`src/sas_pkg.sv`:
```
// Package for the converter sequencer: register map, fields, timing.
// Assumes a 250 MHz system clock and an Avalon-MM byte-addressed slave.
package sas_pkg;
    // Register byte offsets (one aligned word each)
    localparam logic [3:0] SAS_OFF_RESULT = 4'h0;
    localparam logic [3:0] SAS_OFF_CSR    = 4'h4;
    localparam logic [3:0] SAS_OFF_POWER  = 4'h8;
    // Control/status field positions
    localparam int SAS_BIT_DONE = 7;
    localparam int SAS_BIT_ON   = 5;
    localparam int SAS_SEL_LSB  = 0;
    localparam int SAS_SEL_W    = 4;
    // Power mode register field positions
    localparam int SAS_BIT_HALT = 0;
    localparam int SAS_BIT_WAIT = 1;
    // Reset values
    localparam logic [7:0] SAS_CSR_RST    = 8'h00;
    localparam logic [7:0] SAS_RESULT_RST = 8'h00;
    // Timing: converter clock is system clock over two
    localparam int SAS_CLK_DIV      = 2;
    localparam int SAS_CONV_PERIODS = 12;
    localparam int SAS_SAR_BITS     = 8;
    localparam int SAS_LOAD_PERIODS = SAS_CONV_PERIODS - SAS_SAR_BITS;
    // Stabilisation after wake from halt
    localparam int SAS_STAB_NS      = 1000;
    localparam int SAS_CLK_MHZ      = 250;
    localparam int SAS_STAB_CYCLES  = (SAS_STAB_NS * SAS_CLK_MHZ + 999) / 1000;
    localparam logic [7:0] SAS_STAB_CNT = 8'(SAS_STAB_CYCLES);
    typedef enum logic [1:0] {SAS_IDLE, SAS_LOAD, SAS_SAR} sas_phase_e;
endpackage

```
`src/sas_sar_if.sv`:
```
// Interface between the register front end and the conversion engine.
// Assumes both ends sit on clk_sys.
`timescale 1ns/1ns
`default_nettype none
interface sas_sar_if;
    logic       run;
    logic       restart;
    logic [7:0] result;
    logic       done;
    modport ctrl (output run, output restart, input result, input done);
    modport eng  (input run, input restart, output result, output done);
endinterface
`default_nettype wire

```
`src/sas_sequencer.sv`:
```
// Top of the converter sequencer: Avalon-MM registers and analog pins.
// Assumes the comparator is driven from this clock's flops and settles in one clock.
//
// The implementer's own choices: the placing of the registers and the Avalon-MM slave port.
`timescale 1ns/1ns
`default_nettype none
module sas_sequencer
    import sas_pkg::*;
(
    // Clock and reset
    input  wire logic       clk_sys,
    input  wire logic       reset_n,
    // Avalon-MM slave
    input  wire logic [3:0] avs_address,
    input  wire logic       avs_read,
    input  wire logic       avs_write,
    input  wire logic [31:0] avs_writedata,
    output logic [31:0]     avs_readdata,
    output logic            avs_waitrequest,
    // Analog front end
    input  wire logic       cmp_above,
    output logic            sample_en,
    output logic [7:0]      trial_code,
    output logic [3:0]      input_select,
    output logic            converter_power_on
);
    typedef struct packed {
        logic        done;
        logic        on;
        logic [3:0]  sel;
        logic        halt;
        logic        wait_mode;
        logic [7:0]  stab;
        logic        ack;
        logic [31:0] rdata;
        logic        restart;
        logic        sample;
        logic [7:0]  code;
        logic        pwr;
    } sas_top_s;
    sas_top_s s_q;
    sas_top_s s_d;

    sas_sar_if sar ();
    logic       eng_sample;
    logic [7:0] eng_code;
    logic       wr_hit;
    logic       rd_hit;
    logic [7:0] csr_view;

    function automatic logic hit(input logic [3:0] a, input logic [3:0] off);
        hit = a == off;
    endfunction

    // No synchroniser: its latency would not fit a two-clock approximation step
    sas_sar_engine u_eng (
        .clk_sys    (clk_sys),
        .reset_n    (reset_n),
        .bus        (sar),
        .cmp_above  (cmp_above),
        .sample_en  (eng_sample),
        .trial_code (eng_code)
    );

    // Halt gates the engine; wait mode is deliberately not looked at
    assign sar.run     = s_q.on & ~s_q.halt;
    assign sar.restart = s_q.restart;

    // One access per two cycles: request, then acknowledge
    assign wr_hit = avs_write & ~s_q.ack;
    assign rd_hit = avs_read & ~s_q.ack;
    assign csr_view = {s_q.done, 1'b0, s_q.on, 1'b0, s_q.sel};

    always_comb
    begin
        s_d = s_q;
        s_d.ack = (avs_read | avs_write) & ~s_q.ack;
        s_d.restart = 1'b0;
        if (rd_hit && hit(avs_address, SAS_OFF_RESULT))
            s_d.done = 1'b0;
        if (wr_hit && hit(avs_address, SAS_OFF_CSR))
        begin
            // Reserved positions are not stored, whatever software writes
            s_d.on = avs_writedata[SAS_BIT_ON];
            s_d.sel = avs_writedata[SAS_SEL_LSB +: SAS_SEL_W];
            s_d.restart = avs_writedata[SAS_BIT_ON] & s_q.on;
            s_d.done = 1'b0;
        end
        // Set after the clears, so a finishing conversion is never lost
        if (sar.done)
            s_d.done = 1'b1;
        if (wr_hit && hit(avs_address, SAS_OFF_POWER))
        begin
            s_d.halt = avs_writedata[SAS_BIT_HALT];
            s_d.wait_mode = avs_writedata[SAS_BIT_WAIT];
            if (s_q.halt && !avs_writedata[SAS_BIT_HALT])
                s_d.stab = SAS_STAB_CNT;
        end
        if (s_q.stab != 8'h00 && !s_q.halt)
            s_d.stab = s_q.stab - 8'h01;
        if (rd_hit)
        begin
            case (avs_address)
                SAS_OFF_RESULT: s_d.rdata = {24'h000000, sar.result};
                SAS_OFF_CSR:    s_d.rdata = {24'h000000, csr_view};
                SAS_OFF_POWER:  s_d.rdata = {22'h000000, s_q.stab != 8'h00, 7'h00,
                                             s_q.wait_mode, s_q.halt};
                default:        s_d.rdata = 32'h00000000;
            endcase
        end
        s_d.sample = eng_sample;
        s_d.code = eng_code;
        s_d.pwr = sar.run;
    end

    always_ff @(posedge clk_sys)
    begin
        if (!reset_n)
        begin
            s_q <= '0;
            s_q.done <= SAS_CSR_RST[SAS_BIT_DONE];
            s_q.on <= SAS_CSR_RST[SAS_BIT_ON];
        end
        else
            s_q <= s_d;
    end

    // No interrupt output exists: software polls the done flag
    assign avs_readdata       = s_q.rdata;
    assign avs_waitrequest    = ~s_q.ack;
    assign sample_en          = s_q.sample;
    assign trial_code         = s_q.code;
    assign input_select       = s_q.sel;
    assign converter_power_on = s_q.pwr;
endmodule
`default_nettype wire

```
`src/sas_sar_engine.sv`:
```
// Successive-approximation conversion engine.
// Assumes the comparator answer settles within one clock of trial_code.
`timescale 1ns/1ns
`default_nettype none
module sas_sar_engine
    import sas_pkg::*;
(
    // Clock and reset
    input  wire logic clk_sys,
    input  wire logic reset_n,
    // Control
    sas_sar_if.eng    bus,
    // Analog side
    input  wire logic cmp_above,
    output logic      sample_en,
    output logic [7:0] trial_code
);
    typedef struct packed {
        sas_phase_e phase;
        logic       tick;
        logic [3:0] cnt;
        logic [7:0] code;
        logic [7:0] result;
        logic       done;
    } sas_eng_s;
    sas_eng_s s_q;
    sas_eng_s s_d;

    always_comb
    begin
        s_d = s_q;
        s_d.done = 1'b0;
        s_d.tick = ~s_q.tick;
        if (!bus.run)
        begin
            s_d.phase = SAS_IDLE;
            s_d.tick = 1'b0;
        end
        else if (bus.restart || s_q.phase == SAS_IDLE)
        begin
            s_d.phase = SAS_LOAD;
            s_d.cnt = 4'h0;
            s_d.tick = 1'b0;
        end
        else if (s_q.tick)
        begin
            case (s_q.phase)
                SAS_LOAD:
                begin
                    if (s_q.cnt == 4'(SAS_LOAD_PERIODS - 1))
                    begin
                        s_d.phase = SAS_SAR;
                        s_d.cnt = 4'h0;
                        s_d.code = 8'h80;
                    end
                    else
                        s_d.cnt = s_q.cnt + 4'h1;
                end
                SAS_SAR:
                begin
                    // One bit resolved per converter period, MSB first
                    if (!cmp_above)
                        s_d.code[3'(7 - s_q.cnt)] = 1'b0;
                    if (s_q.cnt != 4'(SAS_SAR_BITS - 1))
                        s_d.code[3'(6 - s_q.cnt)] = 1'b1;
                    if (s_q.cnt == 4'(SAS_SAR_BITS - 1))
                    begin
                        s_d.result = {s_q.code[7:1], s_q.code[0] & cmp_above};
                        s_d.done = 1'b1;
                        s_d.phase = SAS_LOAD;
                        s_d.cnt = 4'h0;
                    end
                    else
                        s_d.cnt = s_q.cnt + 4'h1;
                end
                default:
                    s_d.phase = SAS_IDLE;
            endcase
        end
    end

    always_ff @(posedge clk_sys)
    begin
        if (!reset_n)
        begin
            s_q <= '0;
            s_q.phase <= SAS_IDLE;
            s_q.result <= SAS_RESULT_RST;
        end
        else
            s_q <= s_d;
    end

    // Saturation at the rails falls out of the comparator staying one way
    assign bus.result = s_q.result;
    assign bus.done   = s_q.done;
    assign sample_en  = s_q.phase == SAS_LOAD;
    assign trial_code = s_q.code;
endmodule
`default_nettype wire

```
`config.mk`:
```
export PLATFORM = sky130hd
export DESIGN_NAME = sas_sequencer
export DESIGN_NICKNAME = d
export VERILOG_FILES = /design/src/sas_pkg.sv /design/src/sas_sar_if.sv /design/src/sas_sequencer.sv /design/src/sas_sar_engine.sv
export SDC_FILE = /design/constraint.sdc
export NUM_CORES = 1
export LEC_CHECK = 0
export BUFFER_PORTS_ARGS = -buffer_cell sky130_fd_sc_hd__buf_2
export CAP_MARGIN = 20
export CORE_ASPECT_RATIO = 1.25
export CORE_MARGIN = 1
export CORE_UTILIZATION = 50
export DETAILED_ROUTE_END_ITERATION = 10
export PLACE_DENSITY = 0.77
export SYNTH_ARGS = -nofsm -noshare
export SYNTH_HDL_FRONTEND = slang
export SYNTH_SLANG_ARGS = --single-unit
```
`constraint.sdc`:
```
create_clock -name clk_sys -period 2.3 [get_ports clk_sys]
set_input_delay 0.46 -clock clk_sys [delete_from_list [all_inputs] [get_ports clk_sys]]
set_output_delay 0.46 -clock clk_sys [all_outputs]
set_load 0.01 [all_outputs]
```
==> run_results.csv, run 1 <==
group,metric,value,unit
status,status,"finished, final reports clean",
timing,finalSetupViolCount,0,
clock_tree,numCtsBuffers,9,
timing,period_needed,2010,ps
yosys,synth_seq_cells,61,
global_routing,grt_pass1_wl,10200,µm
yosys,synth_common_cells,"61 x dfxtp_1, 44 x buf_4, 33 x nor2_1",
hold_path,hold_path.class,"input port to flop",
worst_setup_path,rr_startpoint,"u_eng.s_q[22]",
clock_tree,hold_buffers,0,
timing,finClkSkew,10.2,ps
pwr,peakVddDrop,0.000264,V
clock_tree,htreeDepth,3,
yosys,async_flop_share,0,%
routing,drc_errors,0,
clock_tree,clkLatencyLatePin,340,ps
pwr,power.density,735,nW/µm²
routing,drt_iter0_drc,166,
final_layout,diodes,0,
yosys,synth_edf_count,0,
worst_setup_path,crit_required,2570,ps
worst_setup_path,critPathArrivalTime,2280,ps
worst_setup_path,crit_type,"flop to flop",
hold_path,min_from,"avs_writedata[3]",
global_routing,grt_usage,19.9,%
pwr,p_leak,1.43,nW
yosys,synth_top_area_cell,"dfxtp_1",
routing,postRouteAntennaNets,0,
final_layout,final_core_util,56.0,%
timing,tns,0,ps
place,io_buffers,37,
final_layout,regArea,1220,µm²
worst_setup_path,end_kind,"flop",
timing,slew_headroom,55.7,%
yosys,yosysWarnings,0,
yosys,syn_area_per_cell,8.82,µm²
die,die_area,6510,µm²
yosys,synth.top_cell.area_share,39.5,%
yosys,ys_seq_area_share,39.5,%
routing,via_count,2427,
worst_setup_path,cp-start-kind,"flop",
global_routing,grt_max_degree,30,
timing,worstMarginPinSlew,659,ps
die,rows,31,
clock_tree,clk_path_buf_depth,2,
yosys,synth_area,3090,µm²
timing,fmax,497,MHz
place,dp_cells,440,
yosys,synth-main-ff-cell,"dfxtp_1",
place,place_hpwl,4290,µm
timing,hold_violations,0,
clock_tree,cts.sinks,61,
worst_setup_path,crit_start,"u_eng.s_q[22]",
worst_setup_path,r2r_setup_slack,290,ps
global_routing,antenna_found_initial,0,
final_layout,fin_nets,417,
worst_setup_path,worstPathMaxFanout,8,
worst_setup_path,worst_r2r_path_depth,6,
die,core_area,5900,µm²
routing,routedWlPerCell,13.3,µm
flow_run,cap_viol_max_count,0,
final_layout,drive_above_1_share,18.2,%
timing,rsz0062_at_grt,"false",
final_layout,fin_cells,456,
final_layout,multi_input_area,1520,µm²
place,place.gp.congestion,0.898,
clock_tree,cts.clk_slew.worst_paths,80,ps
timing,finalCritPeriodShare,87.5,%
yosys,synth_cell_types,51,
global_routing,grt_pass1_vias,2207,
clock_tree,postCtsSetupBuffers,0,
yosys,yosysMostFrequentCell,"dfxtp_1",
clock_tree,clockRootBuffer,"clkbuf_8",
yosys,synth_area_leaders,"dfxtp_1 39%, buf_4 11%, mux2i_1 7.1%, nor2_1 4.0%, ha_1 2.8%",
final_layout,area_growth,6.63,%
hold_path,whs_path_depth,3,
worst_setup_path,r2r-end,"u_eng.bus.result[0]",
hold_path,worstHoldEndpoint,"input_select[3]",
clock_tree,cts_tree,"yes",
die,dieWidth,72.4,µm
routing,firstDrtPassIters,4,
die,io_pins,88,
die,chipHeight,90.0,µm
final_layout,fillers,537,
global_routing,grt_overflow,0,
yosys,syn_inst,351,
timing,finalMaxSlewViolations,0,
die,start_util,52.5,%
routing,routed_wl,6040,µm
routing,viasPerCell,5.32,
==> per-stage QoR <==
stage	power, W	area, µm²	hold slack, ps	setup WS, ps
after floorplan	0.00155	3180	401	509
after global placement	0.00159	3120	410	303
after detailed placement	0.00160	3120	424	310
after CTS	0.00244	3290	355	270
after global routing	0.00257	3300	372	95.6
final	0.00242	3300	361	288
==> registers in the layout (all words and copies together), names as in the netlist <==
signal / cells
u_eng.bus.result: 8
sample_en: 1
converter_power_on: 1
u_eng.trial_code: 8
csr_view: 2
avs_readdata: 9
u_eng.s_q: 7
trial_code: 8
u_eng.bus.done: 1
s_q: 11
input_select: 4
sar.restart: 1
==> cells in the final DEF (no fill, tap or decap), types with 3 or more instances in the layout <==
| cell type | synthesis | final |
|---|---|---|
| a211oi_1 | 3 | 3 |
| a21oi_1 | 9 | 9 |
| a22oi_1 | 5 | 5 |
| a31oi_1 | 4 | 4 |
| and2_1 | 7 | 7 |
| and3_1 | 5 | 5 |
| and4_1 | 3 | 3 |
| buf_2 | 7 | 37 |
| buf_4 | 44 | 6 |
| clkbuf_8 | 0 | 9 |
| conb_1 | 1 | 23 |
| dfxtp_1 | 61 | 61 |
| ha_1 | 7 | 7 |
| inv_1 | 14 | 14 |
| mux2i_1 | 22 | 22 |
| nand2_1 | 22 | 22 |
| nand2b_1 | 4 | 4 |
| nand3_1 | 12 | 12 |
| nor2_1 | 33 | 33 |
| nor2b_1 | 8 | 8 |
| nor3_1 | 4 | 4 |
| nor4_1 | 5 | 5 |
| nor4b_1 | 3 | 3 |
| o211ai_1 | 3 | 3 |
| o21ai_0 | 12 | 12 |
| o22ai_1 | 4 | 4 |
| o31ai_1 | 4 | 4 |
| or3_1 | 3 | 3 |
| xor2_1 | 3 | 3 |
==> layout make-up <==
cell class / count / share of cell area (%)
well taps: 82 / 3.11
clock inverters: 7 / 1.55
flip-flops and latches: 61 / 37.0
multi-input cells: 240 / 46.0
inverters: 14 / 1.59
repair buffers: 43 / 6.98
clock buffers: 9 / 3.75
==> critical path: stages (launching register included) <==
cell and delay (ps):
dfxtp_1 360, inv_1 90, ha_1 220, nor2_1 460
nand4_1 290, or2_2 370, a21oi_1 150
==> timing repair <==
item                       CTS  global route
hold endpoints to repair     0             0
setup endpoints to repair    0             3
resized for setup            0             2
==> how the worst max path moves through the flow <==
| stage | endpoint | slack, ps |
|---|---|---|
| after floorplan | u_eng.trial_code[7] | 510 |
| after global placement | u_eng.trial_code[5] | 300 |
| after detailed placement | u_eng.trial_code[1] | 310 |
| after CTS | u_eng.trial_code[1] | 270 |
| after global routing | u_eng.trial_code[5] | 100 |
| final | u_eng.bus.result[0] | 290 |
==> power by group <==
part,internal (W),switching (W)
Sequential,0.00111,0.0000495
Clock,0.000393,0.000447
Combinational,0.000189,0.000234
Total,0.00169,0.000731
==> logic make-up after synthesis <==
kind of cell               Yosys count  share of synthesized area (%)
AOI/OAI and AO/OA                   59                           13.2
other                                1                          0.121
xor gates and xnor gates             5                           1.42
adders and majority gates            7                           2.83
buffers and inverters               72                           14.4
muxes                               22                           7.12
DFF                                 61                           39.5
and+or+nand+nor                    124                           21.5
==> routing by layer <==
layer,part of all wire [%],track usage (%)
met3,4.8,4.04
met5,0,0
met4,2.1,10.9
met1,43,23.8
met2,50,32.6
(Power assumes the default switching activity.)
==> inputs of run 2 (changes only) <==
--- a/config.mk
+++ b/config.mk
@@ -12,6 +12,8 @@
 export CORE_UTILIZATION = 50
 export DETAILED_ROUTE_END_ITERATION = 10
 export PLACE_DENSITY = 0.77
+export SKIP_CTS_REPAIR_TIMING = 1
 export SYNTH_ARGS = -nofsm -noshare
 export SYNTH_HDL_FRONTEND = slang
+export SYNTH_HIERARCHICAL = 1
 export SYNTH_SLANG_ARGS = --single-unit
==> run_results.csv, run 2 <==
group,metric,value,unit
status,status,"finished, final reports clean",
global_routing,grt_pass1_vias,2297,
timing,finClkSkew,6.76,ps
worst_setup_path,cp-start-kind,"flop",
clock_tree,cts.sinks,61,
routing,routed_wl,6250,µm
die,core_area,6250,µm²
yosys,synth_seq_cells,61,
worst_setup_path,crit_type,"flop to flop",
timing,finalCritPeriodShare,90.9,%
timing,finalSetupViolCount,0,
final_layout,layout_commonest_cell,"dfxtp_1",
final_layout,final_cell_mix,"61 x dfxtp_1, 37 x buf_2, 23 x conb_1",
clock_tree,cts_tree,"yes",
yosys,syn_area_per_cell,8.90,µm²
global_routing,antenna_found_initial,0,
clock_tree,numCtsBuffers,9,
die,start_util,52.2,%
hold_path,hold_path.class,"input port to flop",
worst_setup_path,critPathArrivalTime,2320,ps
timing,fmax,478,MHz
clock_tree,clk_path_buf_depth,2,
clock_tree,htreeDepth,3,
place,place_hpwl,4520,µm
yosys,synth_area_leaders,"dfxtp_1 37%, buf_4 14%, mux2i_1 2.8%, nand3_1 2.6%, nand2_1 2.5%",
routing,firstDrtPassIters,5,
pwr,p_leak,1.36,nW
timing,tns,0,ps
global_routing,grt_usage,19.9,%
final_layout,largest_reg_flops,11,
timing,period_needed,2090,ps
die,rows,32,
worst_setup_path,crit_chain,"ha_1 > or3b_4 > a211oi_2 > nor2b_1 > a22o_1",
yosys,synth_edf_count,0,
timing,rsz0062_at_grt,"false",
die,chipHeight,92.3,µm
global_routing,grt_max_degree,24,
yosys,synth_cell_types,64,
pwr,power.density,813,nW/µm²
timing,hold_violations,0,
clock_tree,cts.clk_slew.worst_paths,70,ps
yosys,synth_area,3260,µm²
timing,worstMarginPinSlew,674,ps
place,place_area,3170,µm²
pwr,peakVddDrop,0.000481,V
worst_setup_path,crit_path_top_delay_cell,"dfxtp_1",
timing,finalMaxSlewViolations,0,
global_routing,grt_overflow,0,
timing,slew_headroom,54.7,%
final_layout,area_growth,3.46,%
worst_setup_path,end_kind,"flop",
yosys,yosysWarnings,6,
routing,drc_errors,0,
place,io_buffers,37,
die,die_area,6840,µm²
worst_setup_path,slowest_delay,510,ps
routing,via_count,2481,
yosys,synth.top_cell.area_share,37.5,%
final_layout,postLayoutCellArea,3370,µm²
yosys,synth_top_area_cell,"dfxtp_1",
yosys,synth-main-ff-cell,"dfxtp_1",
global_routing,grt_pass1_wl,10300,µm
flow_run,cap_viol_max_count,0,
yosys,ys_seq_area_share,37.5,%
final_layout,fin_nets,414,
yosys,synth_common_cells,"61 x buf_4, 61 x dfxtp_1, 22 x nand2_1",
die,dieWidth,74.2,µm
yosys,async_flop_share,0,%
clock_tree,clkLatencyLatePin,340,ps
routing,routedWlPerCell,13.7,µm
final_layout,drive_above_1_share,21.0,%
routing,drt_iter0_drc,127,
final_layout,largest-register,"s_q",
routing,postRouteAntennaNets,0,
die,io_pins,88,
yosys,syn_inst,366,
final_layout,diodes,0,
place,place.gp.congestion,0.880,
worst_setup_path,worstPathMaxFanout,10,
worst_setup_path,crit_required,2530,ps
clock_tree,clockRootBuffer,"clkbuf_8",
routing,viasPerCell,5.43,
==> run 2: cells by family (layout without fill, tap and decap cells) <==
group	count (synthesis)	after routing	share of synthesized area, %
muxes	11	11	3.46
other	1	23	0.115
DFF	61	61	37.5
buffers and inverters	88	72	17.3
and+or+nand+nor	122	122	21.7
AOI/OAI and AO/OA	75	75	17.2
adders and majority gates	6	6	2.30
xor gates and xnor gates	2	2	0.538
==> run 2: stage by stage <==
step,cells,util [%],worst slack [ps],power [W],hold slack (ps)
final,457,54.0,210,0.00274,372
after global routing,457,54.0,70.9,0.00289,373
after CTS,457,54.0,223,0.00276,359
after detailed placement,441,50.8,260,0.00181,447
after global placement,441,50.8,276,0.00178,421
after floorplan,388,-,457,0.00172,413
==> run 2: metal layers <==
metal	up-vias	global-route usage (%)	part of all wire, %	wire length (µm)
met5	-	0	0	0
met4	0	10.9	1.8	114
met3	10	4.40	4.4	273
met2	63	33.9	52	3270
met1	1189	22.2	41	2590
li1	1219	-	-	-
==> run 2: worst max-delay path: cells and delay by family (launching register included) <==
kind / cells / cell delay, ps
flops: 1 / 510
fa+ha+maj: 1 / 250
compound gates: 2 / 600
simple gates: 2 / 620
==> run 2: final timing paths <==
path | start | end | slack [ps] | cells past startpoint
setup / recovery | u_eng/s_q[18] | u_eng/trial_code[3] | 210 | 5
hold / removal | avs_writedata[3] | input_select[3] | 370 | 3
setup reg to reg | u_eng/s_q[18] | u_eng/trial_code[3] | 210 | 5
hold reg to reg | avs_readdata[4] | avs_readdata[4] | 460 | 2
==> run 2: cell type report <==
type / count / area, µm²
Inverter: 11 / 41.3
Clock buffer: 10 / 138
Clock inverter: 6 / 62.6
Sequential cell: 61 / 1220
Timing Repair Buffer: 45 / 245
Tap cell: 85 / 106
Multi-Input combinational cell: 239 / 1560
Fill cell: 601 / 2880
==> run 2: report_power, final <==
part	total, W	switching [W]	leakage (nW)	internal, W
registers	0.00122	0.0000939	0.493	0.00113
clock network	0.000949	0.000421	0.106	0.000527
logic	0.000570	0.000320	0.762	0.000250
==> inputs of run 3 (changes only) <==
--- a/config.mk
+++ b/config.mk
@@ -9,9 +9,9 @@
 export CAP_MARGIN = 20
 export CORE_ASPECT_RATIO = 1.25
 export CORE_MARGIN = 1
-export CORE_UTILIZATION = 50
+export CORE_UTILIZATION = 38
 export DETAILED_ROUTE_END_ITERATION = 10
-export PLACE_DENSITY = 0.77
+export PLACE_DENSITY = 0.61
 export SKIP_CTS_REPAIR_TIMING = 1
 export SYNTH_ARGS = -nofsm -noshare
 export SYNTH_HDL_FRONTEND = slang
==> constraint.sdc (replaced) <==
create_clock -name clk_sys -period 2.3 [get_ports clk_sys]
set_input_delay 0.46 -clock clk_sys [delete_from_list [all_inputs] [get_ports clk_sys]]
set_output_delay 0.46 -clock clk_sys [all_outputs]
set_load 0.005 [all_outputs]
==> run_results.csv, run 3 (synthesis gave the netlist of run 2 again) <==
group,metric,value,unit
clock_tree,numCtsBuffers,9,
status,violations,"DRC",
timing,tns,0,ps
global_routing,antenna_found_initial,0,
timing,finalMaxSlewViolations,0,
place,place_hpwl,4630,µm
die,rows,37,
clock_tree,htreeDepth,3,
die,dieWidth,84.8,µm
die,io_pins,88,
timing,fmax,481,MHz
timing,worstMarginPinSlew,700,ps
global_routing,grt_pass1_wl,10600,µm
routing,firstDrtPassIters,9,
timing,finClkSkew,4.21,ps
worst_setup_path,crit_type,"flop to flop",
worst_setup_path,crit_path_top_delay_cell,"dfxtp_1",
timing,period_needed,2080,ps
place,place.gp.congestion,0.870,
worst_setup_path,crit_start,"u_eng/s_q[18]",
final_layout,multi_input_area,1560,µm²
final_layout,fillers,843,
worst_setup_path,crit_required,2540,ps
place,io_buffers,37,
final_layout,final_cell_mix,"61 x dfxtp_1, 37 x buf_2, 23 x conb_1",
clock_tree,clkLatencyLatePin,340,ps
pwr,peakVddDrop,0.000418,V
worst_setup_path,slowest_delay,510,ps
worst_setup_path,path_buf_inv,0,
worst_setup_path,end_kind,"flop",
final_layout,largest_reg_flops,11,
final_layout,regArea,1220,µm²
timing,finalCritPeriodShare,90.4,%
clock_tree,cts_tree,"yes",
die,chipHeight,106,µm
routing,routedWlPerCell,13.5,µm
routing,viasPerCell,5.05,
final_layout,final_core_util,40.7,%
worst_setup_path,critical-path-top-delay-family,"simple AND/OR/NAND/NOR gates",
clock_tree,clk_path_buf_depth,2,
timing,finalSetupViolCount,0,
hold_path,min_from,"avs_writedata[2]",
hold_path,hold_path.class,"input port to flop",
die,die_area,8950,µm²
clock_tree,cts.sinks,61,
die,core_area,8290,µm²
final_layout,diodes,0,
worst_setup_path,r2r_setup_slack,220,ps
timing,hold_violations,0,
pwr,power.density,799,nW/µm²
status,status,"complete, but fails checks",
timing,rsz0062_at_grt,"false",
flow_run,cap_viol_max_count,0,
global_routing,grt_usage,15.3,%
routing,via_count,2364,
timing,slew_headroom,53.3,%
routing,routed_wl,6340,µm
worst_setup_path,critPathArrivalTime,2320,ps
clock_tree,cts.clk_slew.worst_paths,60,ps
worst_setup_path,crit_chain,"ha_1 > or3b_4 > a211oi_2 > nor2b_1 > a22o_1",
worst_setup_path,rr_startpoint,"u_eng/s_q[18]",
global_routing,grt_overflow,0,
pwr,p_leak,1.35,nW
final_layout,largest-register,"s_q",
die,start_util,39.3,%
routing,postRouteAntennaNets,0,
final_layout,area_growth,3.42,%
worst_setup_path,worstPathMaxFanout,10,
global_routing,grt_max_degree,33,
routing,drt_iter0_drc,136,
worst_setup_path,cp-start-kind,"flop",
clock_tree,clockRootBuffer,"clkbuf_8",
final_layout,drive_above_1_share,20.5,%
final_layout,fin_nets,413,
global_routing,grt_pass1_vias,2289,
routing,drc_errors,5,
final_layout,layout_commonest_cell,"dfxtp_1",
==> run 3: layer usage <==
layer / GRT usage (%) / routed length (µm)
met1: 18.0 / 2840
met2: 25.2 / 3130
met3: 4.54 / 221
met4: 7.99 / 148
met5: 0 / 0
==> run 3: final timing paths <==
path | end | cells after the start
hold reg to reg | avs_readdata[6] | 2
setup reg to reg | u_eng/trial_code[3] | 5
hold / removal | input_select[2] | 3
setup / recovery | u_eng/trial_code[3] | 5
==> run 3: worst register-to-register path: stages (launching register included) <==
cell,delay [ps]
dfxtp_1,510
ha_1,230
or3b_4,420
a211oi_2,360
nor2b_1,200
a22o_1,260
==> run 3: stage by stage <==
stage / instances / power [W] / area (µm²) / hold slack [ps] / setup slack [ps]
floorplan: 388 / 0.00171 / 3340 / 413 / 457
global placement: 452 / 0.00178 / 3180 / 419 / 232
detailed placement: 452 / 0.00180 / 3180 / 450 / 240
CTS: 468 / 0.00274 / 3370 / 349 / 222
global route: 468 / 0.00286 / 3370 / 355 / 102
finish: 468 / 0.00269 / 3370 / 368 / 220
==> run 3: power breakdown <==
part	internal, W	total, W	switching, W
clock network	0.000522	0.000922	0.000400
registers	0.00113	0.00122	0.0000868
logic	0.000249	0.000554	0.000305
total	0.00190	0.00269	0.000791
==> run 3: final cells by class <==
cell class                      count  area share [%]
Clock buffer                       11            4.20
Clock inverter                      5            1.49
Inverter                           11            1.23
Multi-Input combinational cell    239            46.2
Sequential cell                    61            36.2
Tap cell                           97            3.60
Timing Repair Buffer               44            7.06
